### src/logic/ptrd_map.svh
// register indices, field positions, reset values and masks of the pad test block
`ifndef PTRD_MAP_SVH
`define PTRD_MAP_SVH

// register indices; byte address is four times the index
`define PTRD_IDX_RB_LO 14'h0457
`define PTRD_IDX_RB_HI 14'h0458
`define PTRD_IDX_IN_MODE 14'h0459
`define PTRD_IDX_OUT_MODE 14'h045a
`define PTRD_IDX_STRAP 14'h045d
`define PTRD_IDX_TEST_CTRL 14'h0460
`define PTRD_IDX_DRIVE_LO 14'h0461
`define PTRD_IDX_DRIVE_HI 14'h0462

// reset values
`define PTRD_RST_RB_LO 16'h0000
`define PTRD_RST_RB_HI 4'h0
`define PTRD_RST_IN_MODE 16'h0000
`define PTRD_RST_OUT_MODE 16'h0000
`define PTRD_RST_STRAP 16'h0000
`define PTRD_RST_TEST_CTRL 2'h0
`define PTRD_RST_DRIVE_LO 16'h0000
`define PTRD_RST_DRIVE_HI 4'h0

// test control fields
`define PTRD_CTRL_OVERRIDE_BIT 0
`define PTRD_CTRL_DIR_BIT 1

// readback-order pad vector: bits 4 and 5 carry no pad
`define PTRD_PAD_COUNT 20
`define PTRD_PAD_MASK 20'hfffcf
`define PTRD_RB_LO_MASK 16'hffcf

// bus answers
`define PTRD_RESP_OKAY 2'h0
`define PTRD_RESP_SLVERR 2'h2

`endif

### src/logic/ptrd_pkg.sv
// types shared by the pad test readback and direction block
package ptrd_pkg;

	typedef logic [15:0] ptrd_word_t;

	typedef logic [19:0] ptrd_pad_vec_t;

	typedef logic [1:0] ptrd_resp_t;

endpackage : ptrd_pkg

### src/logic/ptrd_top.sv
// pad test readback, pad mode select and pad test drive, axi4-lite slave
`include "ptrd_map.svh"

module ptrd_top #(
	parameter int ADDR_W = 16
) (
	input wire logic clk,
	input wire logic arst_n,
	// axi4-lite slave
	input wire logic [ADDR_W-1:0] s_axi_awaddr,
	input wire logic [2:0] s_axi_awprot,
	input wire logic s_axi_awvalid,
	output logic s_axi_awready,
	input wire logic [31:0] s_axi_wdata,
	input wire logic [3:0] s_axi_wstrb,
	input wire logic s_axi_wvalid,
	output logic s_axi_wready,
	output logic [1:0] s_axi_bresp,
	output logic s_axi_bvalid,
	input wire logic s_axi_bready,
	input wire logic [ADDR_W-1:0] s_axi_araddr,
	input wire logic [2:0] s_axi_arprot,
	input wire logic s_axi_arvalid,
	output logic s_axi_arready,
	output logic [31:0] s_axi_rdata,
	output logic [1:0] s_axi_rresp,
	output logic s_axi_rvalid,
	input wire logic s_axi_rready,
	// pads, readback order
	input wire logic [19:0] pad_in,
	output logic [19:0] pad_out,
	output logic [19:0] pad_oe,
	// functional drive from the core
	input wire logic [19:0] func_out,
	input wire logic [19:0] func_oe,
	// pad cell mode controls, mode-register order
	output logic [15:0] pad_input_mode,
	output logic [15:0] pad_output_mode,
	// levels from the bring-up strap sampler
	input wire logic [15:0] strap_levels
);

	//////////////////////////////////////////////////////////////////////
	// parameter check

	if (ADDR_W < 16) begin : g_bad_addr_w
		$error("ptrd_top: ADDR_W must be at least 16");
	end

	//////////////////////////////////////////////////////////////////////
	// state

	ptrd_pkg::ptrd_word_t in_mode;
	ptrd_pkg::ptrd_word_t out_mode;
	ptrd_pkg::ptrd_word_t drive_lo;
	logic [3:0] drive_hi;
	logic [1:0] test_ctrl;
	ptrd_pkg::ptrd_word_t rb_lo;
	logic [3:0] rb_hi;
	ptrd_pkg::ptrd_word_t strap_vec;
	logic strap_done;

	logic [ADDR_W-1:0] aw_addr;
	logic [31:0] w_data;
	logic [3:0] w_strb;

	ptrd_pkg::ptrd_pad_vec_t sync1;
	ptrd_pkg::ptrd_pad_vec_t sync2;
	ptrd_pkg::ptrd_pad_vec_t sync3;
	ptrd_pkg::ptrd_pad_vec_t pad_level;

	//////////////////////////////////////////////////////////////////////
	// byte-lane merge

	function automatic ptrd_pkg::ptrd_word_t ptrd_merge(
		input ptrd_pkg::ptrd_word_t old_val,
		input logic [31:0] new_val,
		input logic [3:0] strb
	);
		ptrd_pkg::ptrd_word_t res;
		res = old_val;
		if (strb[0]) begin
			res[7:0] = new_val[7:0];
		end
		if (strb[1]) begin
			res[15:8] = new_val[15:8];
		end
		return res;
	endfunction : ptrd_merge

	//////////////////////////////////////////////////////////////////////
	// pad input synchroniser, three stages

	always_ff @(posedge clk or negedge arst_n) begin
		if (!arst_n) begin
			sync1 <= 20'h00000;
			sync2 <= 20'h00000;
			sync3 <= 20'h00000;
		end else begin
			sync1 <= pad_in;
			sync2 <= sync1;
			sync3 <= sync2;
		end
	end

	// a bit only moves once stages two and three agree, filtering glitches
	wire [19:0] level_agree = ~(sync2 ^ sync3);
	wire [19:0] next_pad_level = (level_agree & sync3) |
		(~level_agree & pad_level);

	always_ff @(posedge clk or negedge arst_n) begin
		if (!arst_n) begin
			pad_level <= 20'h00000;
		end else begin
			pad_level <= next_pad_level;
		end
	end

	//////////////////////////////////////////////////////////////////////
	// test control decode

	wire ovr = test_ctrl[`PTRD_CTRL_OVERRIDE_BIT];
	wire dir_in = test_ctrl[`PTRD_CTRL_DIR_BIT];
	wire rb_en = ovr & dir_in;

	//////////////////////////////////////////////////////////////////////
	// readback capture

	// outside readback mode the registers read zero rather than stale levels
	wire [15:0] next_rb_lo = rb_en ?
		(pad_level[15:0] & `PTRD_RB_LO_MASK) : 16'h0000;
	wire [3:0] next_rb_hi = rb_en ? pad_level[19:16] : 4'h0;

	always_ff @(posedge clk or negedge arst_n) begin
		if (!arst_n) begin
			rb_lo <= `PTRD_RST_RB_LO;
			rb_hi <= `PTRD_RST_RB_HI;
		end else begin
			rb_lo <= next_rb_lo;
			rb_hi <= next_rb_hi;
		end
	end

	//////////////////////////////////////////////////////////////////////
	// pad direction and drive

	// mode bit i is readback bit i below 4, i+3 above; inhibit, strap unmapped
	wire [19:0] in_mode_rb = {1'b0, in_mode[15:4], 3'b000,
		in_mode[3:0]};
	wire [19:0] out_mode_rb = {1'b0, out_mode[15:4], 3'b000,
		out_mode[3:0]};
	wire [19:0] drive_rb = {drive_hi, drive_lo};

	// input mode wins when both mode bits are set
	wire [19:0] func_sel_oe = ~in_mode_rb &
		(out_mode_rb | func_oe);
	wire [19:0] test_oe = {20{~dir_in}};
	wire [19:0] next_pad_oe = `PTRD_PAD_MASK &
		(ovr ? test_oe : func_sel_oe);
	wire [19:0] next_pad_out = `PTRD_PAD_MASK &
		(ovr ? drive_rb : func_out);

	always_ff @(posedge clk or negedge arst_n) begin
		if (!arst_n) begin
			pad_oe <= 20'h00000;
			pad_out <= 20'h00000;
			pad_input_mode <= `PTRD_RST_IN_MODE;
			pad_output_mode <= `PTRD_RST_OUT_MODE;
		end else begin
			pad_oe <= next_pad_oe;
			pad_out <= next_pad_out;
			pad_input_mode <= in_mode;
			pad_output_mode <= out_mode;
		end
	end

	//////////////////////////////////////////////////////////////////////
	// strap vector, caught once at the first edge after reset release

	always_ff @(posedge clk or negedge arst_n) begin
		if (!arst_n) begin
			strap_vec <= `PTRD_RST_STRAP;
			strap_done <= 1'b0;
		end else if (!strap_done) begin
			strap_vec <= strap_levels;
			strap_done <= 1'b1;
		end
	end

	//////////////////////////////////////////////////////////////////////
	// axi write channel

	wire aw_take = s_axi_awvalid & s_axi_awready;
	wire w_take = s_axi_wvalid & s_axi_wready;
	wire aw_have = ~s_axi_awready;
	wire w_have = ~s_axi_wready;
	wire wr_fire = aw_have & w_have & ~s_axi_bvalid;
	wire b_done = s_axi_bvalid & s_axi_bready;

	wire [13:0] wr_idx = aw_addr[15:2];
	wire wr_up;
	if (ADDR_W > 16) begin : g_wr_up
		assign wr_up = |aw_addr[ADDR_W-1:16];
	end else begin : g_wr_noup
		assign wr_up = 1'b0;
	end

	wire wr_in_mode = ~wr_up & (wr_idx == `PTRD_IDX_IN_MODE);
	wire wr_out_mode = ~wr_up & (wr_idx == `PTRD_IDX_OUT_MODE);
	wire wr_ctrl = ~wr_up & (wr_idx == `PTRD_IDX_TEST_CTRL);
	wire wr_drv_lo = ~wr_up & (wr_idx == `PTRD_IDX_DRIVE_LO);
	wire wr_drv_hi = ~wr_up & (wr_idx == `PTRD_IDX_DRIVE_HI);
	// read-only targets take the write with no effect
	wire wr_ro = ~wr_up & ((wr_idx == `PTRD_IDX_RB_LO) |
		(wr_idx == `PTRD_IDX_RB_HI) |
		(wr_idx == `PTRD_IDX_STRAP));
	wire wr_hit = wr_in_mode | wr_out_mode | wr_ctrl | wr_drv_lo |
		wr_drv_hi | wr_ro;
	wire [1:0] next_bresp = wr_hit ? `PTRD_RESP_OKAY : `PTRD_RESP_SLVERR;

	wire [15:0] merged_drv_hi = ptrd_merge({12'h000, drive_hi},
		w_data, w_strb);
	wire [15:0] merged_ctrl = ptrd_merge({14'h0000, test_ctrl},
		w_data, w_strb);

	always_ff @(posedge clk or negedge arst_n) begin
		if (!arst_n) begin
			s_axi_awready <= 1'b1;
			aw_addr <= '0;
		end else if (aw_take) begin
			s_axi_awready <= 1'b0;
			aw_addr <= s_axi_awaddr;
		end else if (b_done) begin
			s_axi_awready <= 1'b1;
		end
	end

	always_ff @(posedge clk or negedge arst_n) begin
		if (!arst_n) begin
			s_axi_wready <= 1'b1;
			w_data <= 32'h00000000;
			w_strb <= 4'h0;
		end else if (w_take) begin
			s_axi_wready <= 1'b0;
			w_data <= s_axi_wdata;
			w_strb <= s_axi_wstrb;
		end else if (b_done) begin
			s_axi_wready <= 1'b1;
		end
	end

	always_ff @(posedge clk or negedge arst_n) begin
		if (!arst_n) begin
			s_axi_bvalid <= 1'b0;
			s_axi_bresp <= `PTRD_RESP_OKAY;
		end else if (wr_fire) begin
			s_axi_bvalid <= 1'b1;
			s_axi_bresp <= next_bresp;
		end else if (b_done) begin
			s_axi_bvalid <= 1'b0;
		end
	end

	always_ff @(posedge clk or negedge arst_n) begin
		if (!arst_n) begin
			in_mode <= `PTRD_RST_IN_MODE;
			out_mode <= `PTRD_RST_OUT_MODE;
		end else if (wr_fire) begin
			if (wr_in_mode) begin
				in_mode <= ptrd_merge(in_mode, w_data, w_strb);
			end
			if (wr_out_mode) begin
				out_mode <= ptrd_merge(out_mode, w_data, w_strb);
			end
		end
	end

	always_ff @(posedge clk or negedge arst_n) begin
		if (!arst_n) begin
			drive_lo <= `PTRD_RST_DRIVE_LO;
			drive_hi <= `PTRD_RST_DRIVE_HI;
			test_ctrl <= `PTRD_RST_TEST_CTRL;
		end else if (wr_fire) begin
			if (wr_drv_lo) begin
				drive_lo <= ptrd_merge(drive_lo, w_data, w_strb) &
					`PTRD_RB_LO_MASK;
			end
			if (wr_drv_hi) begin
				drive_hi <= merged_drv_hi[3:0];
			end
			if (wr_ctrl) begin
				test_ctrl <= merged_ctrl[1:0];
			end
		end
	end

	//////////////////////////////////////////////////////////////////////
	// axi read channel

	wire ar_take = s_axi_arvalid & s_axi_arready;
	wire r_done = s_axi_rvalid & s_axi_rready;
	wire [13:0] rd_idx = s_axi_araddr[15:2];
	wire rd_up;
	if (ADDR_W > 16) begin : g_rd_up
		assign rd_up = |s_axi_araddr[ADDR_W-1:16];
	end else begin : g_rd_noup
		assign rd_up = 1'b0;
	end

	wire rd_rb_lo = ~rd_up & (rd_idx == `PTRD_IDX_RB_LO);
	wire rd_rb_hi = ~rd_up & (rd_idx == `PTRD_IDX_RB_HI);
	wire rd_in_mode = ~rd_up & (rd_idx == `PTRD_IDX_IN_MODE);
	wire rd_out_mode = ~rd_up & (rd_idx == `PTRD_IDX_OUT_MODE);
	wire rd_strap = ~rd_up & (rd_idx == `PTRD_IDX_STRAP);
	wire rd_ctrl = ~rd_up & (rd_idx == `PTRD_IDX_TEST_CTRL);
	wire rd_drv_lo = ~rd_up & (rd_idx == `PTRD_IDX_DRIVE_LO);
	wire rd_drv_hi = ~rd_up & (rd_idx == `PTRD_IDX_DRIVE_HI);
	wire rd_hit = rd_rb_lo | rd_rb_hi | rd_in_mode | rd_out_mode |
		rd_strap | rd_ctrl | rd_drv_lo | rd_drv_hi;

	// one-hot selects, so an or of gated words forms the mux
	wire [15:0] rd_word = ({16{rd_rb_lo}} & rb_lo) |
		({16{rd_rb_hi}} & {12'h000, rb_hi}) |
		({16{rd_in_mode}} & in_mode) |
		({16{rd_out_mode}} & out_mode) |
		({16{rd_strap}} & strap_vec) |
		({16{rd_ctrl}} & {14'h0000, test_ctrl}) |
		({16{rd_drv_lo}} & drive_lo) |
		({16{rd_drv_hi}} & {12'h000, drive_hi});
	wire [1:0] next_rresp = rd_hit ? `PTRD_RESP_OKAY : `PTRD_RESP_SLVERR;

	always_ff @(posedge clk or negedge arst_n) begin
		if (!arst_n) begin
			s_axi_arready <= 1'b1;
			s_axi_rvalid <= 1'b0;
			s_axi_rdata <= 32'h00000000;
			s_axi_rresp <= `PTRD_RESP_OKAY;
		end else if (ar_take) begin
			s_axi_arready <= 1'b0;
			s_axi_rvalid <= 1'b1;
			s_axi_rdata <= {16'h0000, rd_word};
			s_axi_rresp <= next_rresp;
		end else if (r_done) begin
			s_axi_arready <= 1'b1;
			s_axi_rvalid <= 1'b0;
		end
	end

endmodule : ptrd_top

### config.mk
export PLATFORM = sky130hd
export DESIGN_NAME = ptrd_top
export DESIGN_NICKNAME = d
export VERILOG_FILES = /design/src/logic/ptrd_pkg.sv /design/src/logic/ptrd_top.sv
export VERILOG_INCLUDE_DIRS = /design/src /design/src/logic
export SDC_FILE = /design/constraint.sdc
export NUM_CORES = 1
export LEC_CHECK = 0
export BUFFER_PORTS_ARGS = -buffer_cell sky130_fd_sc_hd__buf_4
export CAP_MARGIN = 20
export CELL_PAD_IN_SITES_DETAIL_PLACEMENT = 1
export CELL_PAD_IN_SITES_GLOBAL_PLACEMENT = 1
export CORE_MARGIN = 5
export CORE_UTILIZATION = 42
export DETAILED_ROUTE_END_ITERATION = 16
export GPL_ROUTABILITY_DRIVEN = 1
export PLACE_DENSITY_LB_ADDON = 0.1
export RECOVER_POWER = 25
export SYNTH_ARGS = -nofsm -noshare
export SYNTH_HDL_FRONTEND = slang
export SYNTH_SLANG_ARGS = --single-unit
### constraint.sdc
create_clock -name clk -period 3 [get_ports clk]
set_clock_uncertainty 0.1 [all_clocks]
set_input_delay 0.3 -clock clk [delete_from_list [all_inputs] [get_ports clk]]
set_output_delay 0.3 -clock clk [all_outputs]
set_load 0.02 [all_outputs]
# ---- Word level (Yosys, flattened, before mapping)
# Cells that the tools add are included.
dict set report totals {
  regBits 296
  latchBits 0
  ram_bits 0
  rom_bits 0
  in_bits 157
  output_inout_bits 113
  wordCells 124
  mem_count 0
}
dict set report classes {
  n_addsub 0
  n_mul 0
  div 0
  order_cmp 0
  eq_ne 16
  shift 0
  n_mux 15
  n_bitwise 50
  n_reduce_logical 12
}
# op count
set ops {}
lappend ops {{$eq A14 B11 Y1 const B} 16}
lappend ops {{$or A16 B16 Y16} 7}
lappend ops {{$and A16 B16 Y16} 5}
lappend ops {{$and A20 B20 Y20} 3}
lappend ops {{$mux W20} 2}
lappend ops {{$not A20 Y20} 2}
lappend ops {{$and A16 B4 Y16} 2}
lappend ops {{$reduce_and A3 Y1} 8}
lappend ops {{$not A19 Y20} 1}
lappend ops {{$or A19 B20 Y20} 1}
lappend ops {{$or A20 B20 Y20} 1}
lappend ops {{$xor A20 B20 Y20} 1}
lappend ops {{$and A16 B2 Y16} 1}
lappend ops {{$mux W16} 1}
lappend ops {{$or A1 B1 Y1} 14}
lappend ops {{$mux W1} 9}
lappend ops {{$and A1 B1 Y1} 8}
lappend ops {{$reduce_bool A2 Y1} 4}
lappend ops {{$mux W2} 2}
lappend ops {{$mux W4} 1}
lappend ops {{$not A1 Y1} 4}

# ---- Logic depth before layout (Yosys ltp)
dict set report logic_depth {
  ltp_word 9
  depth_mapped 7
}

# ---- Worst setup path before layout
# Ideal clock, no wire load.
dict set report synth_path {
  kind {in2reg}
  startpoint {input s_axi_araddr[15]}
  endpoint {register s_axi_rdata[0]}
  setup_time_ns 0.082
  arrival_ns 2.010
  setup_slack_ns 0.808
  cell_stages 6
  n_path_buf 1
  path_cell_list {or4b_4 -> or3_4 -> nor4_4 -> buf_6 -> a22oi_1 -> a31oi_1}
}
dict set report synth_between {
  elab_chain_cells 9
  word_cells_on_any_way 23
  classes_between {eq/ne (8); bitwise (15)}
}
# element line
set synth_lines {}
lappend synth_lines {{from (decl)} ptrd_top.sv:21} ;# input wire logic [ADDR_W-1:0] s_axi_araddr,
lappend synth_lines {{$eq A14 B11 Y1 (no line)} n/a}
lappend synth_lines {{$and A16 B16 Y16 / $and A16 B4 Y16 (equally long branches)} {ptrd_top.sv:322, ptrd_top.sv:323}}
lappend synth_lines {{$or A16 B16 Y16} ptrd_top.sv:322} ;# wire [15:0] rd_word = ({16{rd_rb_lo}} & rb_lo) |
lappend synth_lines {{$or A16 B16 Y16} ptrd_top.sv:323} ;# ({16{rd_rb_hi}} & {12'h000, rb_hi}) |
lappend synth_lines {{$or A16 B16 Y16} ptrd_top.sv:324} ;# ({16{rd_in_mode}} & in_mode) |
lappend synth_lines {{$or A16 B16 Y16} ptrd_top.sv:325} ;# ({16{rd_out_mode}} & out_mode) |
lappend synth_lines {{$or A16 B16 Y16} ptrd_top.sv:326} ;# ({16{rd_strap}} & strap_vec) |
lappend synth_lines {{$or A16 B16 Y16} ptrd_top.sv:327} ;# ({16{rd_ctrl}} & {14'h0000, test_ctrl}) |
lappend synth_lines {{$or A16 B16 Y16 *} ptrd_top.sv:328} ;# ({16{rd_drv_lo}} & drive_lo) |
lappend synth_lines {{to (signal assigned)} ptrd_top.sv:341} ;# s_axi_rdata <= {16'h0000, rd_word};
lappend synth_lines {{to (decl)} ptrd_top.sv:25} ;# output logic [31:0] s_axi_rdata,
# Every way passes the cells marked *; elsewhere a longest branch is shown, timed or not.
# A chain may end at the register's enable or synchronous reset.

# ---- Worst setup path in the final report
dict set report layout_path {
  startpoint {register aw_addr[9]}
  endpoint {register out_mode[0]}
}
dict set report layout_between {
  elab_chain_cells 2
}
# element line
set layout_lines {}
lappend layout_lines {{from (decl)} ptrd_top.sv:63} ;# logic [ADDR_W-1:0] aw_addr;
lappend layout_lines {{from (signal assigned)} ptrd_top.sv:232} ;# aw_addr <= s_axi_awaddr;
lappend layout_lines {{$eq A14 B11 Y1 (no line)} n/a}
lappend layout_lines {{$reduce_and A3 Y1 (no line)} n/a}
lappend layout_lines {{to (signal assigned)} ptrd_top.sv:267} ;# out_mode <= `PTRD_RST_OUT_MODE;
lappend layout_lines {{to (signal assigned)} ptrd_top.sv:273} ;# out_mode <= ptrd_merge(out_mode, w_data, w_strb);
lappend layout_lines {{to (decl)} ptrd_top.sv:54} ;# ptrd_pkg::ptrd_word_t out_mode;
# Every way passes these cells.

==> metrics.md <==
| Metric | Value |
|---|---|
| Min-Delay Path Depth | `3` |
| Max VDD drop | `0.405 mV` |
| Lkg Pwr | `6.71 nW` |
| R2R Setup Slk | `0.35 ns` |
| CTS clk-pin slew, worst paths | `0.06 ns` |
| DRC | `0` |
| Crit-path cells | `nor4b_1 -> nor4bb_1 -> buf_4 -> and3_1 -> mux2_2` |
| CTS tree | `yes` |
| Setup bufs post-CTS | `0` |
| Final ANT Viol Nets | `0` |
| Crit. End Element | `flop` |
| CTS resizes | `0` |
| Number of global-route vias before repair | `7,771` |
| Launch point of the worst reg-to-reg path | `aw_addr[9]$_DFFE_PN0P_` |
| Synth cell count leaders | `279 x dfrtp_1, 122 x mux2_2, 26 x nor2_1` |
| WP buf/inv | `1` |
| Netlist Area Pre-Place | `10,300 sq um` |
| Critical-path maximum fanout | `8` |
| Die area | `27,800 sq um` |
| Req. time, crit path | `3.32 ns` |
| Most instantiated library cell after synthesis | `dfrtp_1` |
| Worst hold slack | `0.0419 ns` |
| Register area share after synthesis | `0.685` |
| Drt wl/cell | `20.5 um` |
| R2R depth | `5` |
| Core outline area | `24,200 sq um` |
| Synth area leader | `dfrtp_1` |
| Clk_lat worst skew | `0.53 ns` |
| Hold_sp | `func_oe[1]` |
| Final Critical Period | `2.65 ns` |
| Slew Viols, Final | `0` |
| First-pass GRT wire length | `44.9 mm` |
| Worst setup SP type | `flop` |
| Starting Density | `0.425` |
| Clock sinks | `282` |
| Endpoints failing setup | `0` |
| Worst slew margin relative to its limit | `0.299` |
| Die Ht | `167 um` |
| Status | `complete, no violations` |
| Proportion of netlist area held by the largest area contributor | `0.677` |
| Global route total overflow | `0` |
| Total GRT Usage | `0.201` |
| Nets | `1,183` |
| CTS H-tree depth | `1` |
| Syn Area/Cell | `15.0 sq um` |
| HPWL Detailed | `19.0 mm` |
| DR pass1 iterations | `5` |
| I/O pins | `270` |
| Worst Path Class, Setup | `flop to flop` |
| Synth warnings | `0` |
| RSZ-0062 raised after global routing | `no` |
| Die W | `167 um` |
| Area delta synth->final | `38.1%` |
| Synth area leaders | `dfrtp_1 68%, mux2_2 13%, maj3_1 1.7%, buf_4 1.6%, and3_1 1.3%` |
| CP delay by family, top | `simple AND/OR/NAND/NOR gates` |
| Port-buffer cells | `213` |
| Post-synthesis instance total | `689` |
| Vias per inst | `5.03` |
| Distinct cells, synth | `51` |
| Critical path data arrival time | `2.97 ns` |
| Fin crit share | `0.884` |
| Highest Clock Rate | `0.377 GHz` |
| Routability Congestion | `0.785` |
| Core Rows | `57` |
| Vias | `6,882` |
| Worst path max stage delay | `0.53 ns` |
| Cell Pwr Density | `646 nW/um^2` |
| Reg-to-reg critical path endpoint | `out_mode[0]$_DFFE_PN0P_` |
| Worst Hold Path EP | `pad_oe[1]$_DFF_PN0_` |
| Clk buf depth | `3` |
| Worst-Margin Slew | `1.05 ns` |
| Fill count | `2,326` |
| TritonCTS buffer count | `29` |
| Largest net degree at the start of global routing | `89` |
| Seq cells post-synth | `282` |
| Hold/Removal Path Class | `input port to flop` |
| Fin. Hold Viols | `0` |
| Max-cap viol count | `0` |
| CTS Root Cell | `clkbuf_16` |
| Ys flop type | `dfrtp_1` |
| Routed WL | `28.1 mm` |
| Antenna violations before repair | `2` |
| Starting DRT DRC Count | `312` |
| Layout cell share with drive strength beyond 1 | `0.391` |
| Number of enable flip-flop cells after synthesis | `0` |
| Critical-path top delay cell | `and3_1` |
| Asr flop ratio synth | `1.00` |
| Post-Route Setup TNS | `0 ns` |
[flip-flops by register name (all words and copies together), names as in the netlist, 14 cells and up, named ones only]
signal           flops
aw_addr             14
drive_lo            14
in_mode             16
out_mode            16
pad_input_mode      16
pad_oe              18
pad_out             18
pad_output_mode     16
rb_lo               14
s_axi_rdata         16
strap_vec           16
sync1               18
sync2               18
sync3               18
w_data              16
[power breakdown]
group	internal [W]	total (W)	switching [W]
clock network	0.00195	0.00337	0.00142
logic	0.000673	0.00125	0.000581
registers	0.00421	0.00458	0.000368
[metal layers]
metal	track usage	wire length (um)	part of all wire	vias to the layer above
li1	-	-	-	3125
met1	0.268	11900	0.42	3537
met2	0.350	14500	0.52	191
met3	0.0348	1300	0.046	29
met4	0.0413	446	0.016	0
met5	0	0	0	-
[metrics by stage]
stage | setup slack, ns | utilization | cell area (sq um) | std cells | power [W]
3_3_place_gp | 0.428 | 0.506 | 12300 | 1211 | 0.00565
3_5_place_dp | 0.405 | 0.506 | 12300 | 1211 | 0.00575
6_report | 0.349 | 0.587 | 14200 | 1369 | 0.00920
2_1_floorplan | 0.808 | - | 10400 | 710 | 0.00515
4_1_cts | 0.432 | 0.587 | 14200 | 1367 | 0.00926
5_1_grt | 0.169 | 0.587 | 14200 | 1369 | 0.00961
[worst register-to-register path, delay by kind of cell (launching register included)]
family | cells | cell delay, ns
buffers and inverters | 1 | 0.21
DFF | 1 | 0.38
muxes | 1 | 0.42
and+or+nand+nor | 3 | 1.43
[what timing repair did]
action,4_1_cts,5_1_grt
hold buffers,108,0
hold endpoints to repair,186,0
setup endpoints to repair,0,0
[worst max path at each step]
stage,to,cells past startpoint,from,slack (ns)
after floorplan,s_axi_rdata[0]$_DFFE_PN0P_,6,s_axi_araddr[15],0.81
after global placement,out_mode[5]$_DFFE_PN0P_,5,aw_addr[9]$_DFFE_PN0P_,0.43
after detailed placement,out_mode[1]$_DFFE_PN0P_,5,aw_addr[9]$_DFFE_PN0P_,0.41
after CTS,in_mode[4]$_DFFE_PN0P_,5,aw_addr[9]$_DFFE_PN0P_,0.43
after global routing,out_mode[0]$_DFFE_PN0P_,5,aw_addr[9]$_DFFE_PN0P_,0.17
final,out_mode[0]$_DFFE_PN0P_,5,aw_addr[9]$_DFFE_PN0P_,0.35
[logic make-up (layout without fill, tap and decap cells)]
family                     count (synthesis)  after routing  share of synthesized area
DFF                                      282            282                      0.685
muxes                                    127            127                      0.138
and+or+nand+nor                          110            110                     0.0623
AOI/OAI and AO/OA                         93             93                     0.0667
buffers and inverters                     57            390                     0.0299
adders and majority gates                 18             18                     0.0175
other                                      2             25                   0.000728
[cell type report]
class,instances,area (sq um),area share
Sequential cell,282,7060,0.496
Multi-Input combinational cell,371,3030,0.213
Timing Repair Buffer,336,2830,0.198
Clock buffer,41,851,0.0598
Tap cell,324,405,0.0285
Clock inverter,7,37.5,0.00264
Inverter,6,22.5,0.00158
Antenna cell,2,5.00,0.000352
[cells in the final DEF, fill, tap and decap left out, types with 11 or more instances in the layout]
cell / instances
mux2_2: 122
nor2_1: 26
o31ai_1: 16
maj3_1: 18
a22oi_1: 17
o21ai_0: 14
clkbuf_16: 29
dlygate4sd3_1: 108
and3_1: 22
a222oi_1: 11
buf_4: 207
nand2_1: 23
dfrtp_1: 278
clkbuf_4: 18
conb_1: 23
Note: power is estimated with default switching activity, not from simulation.
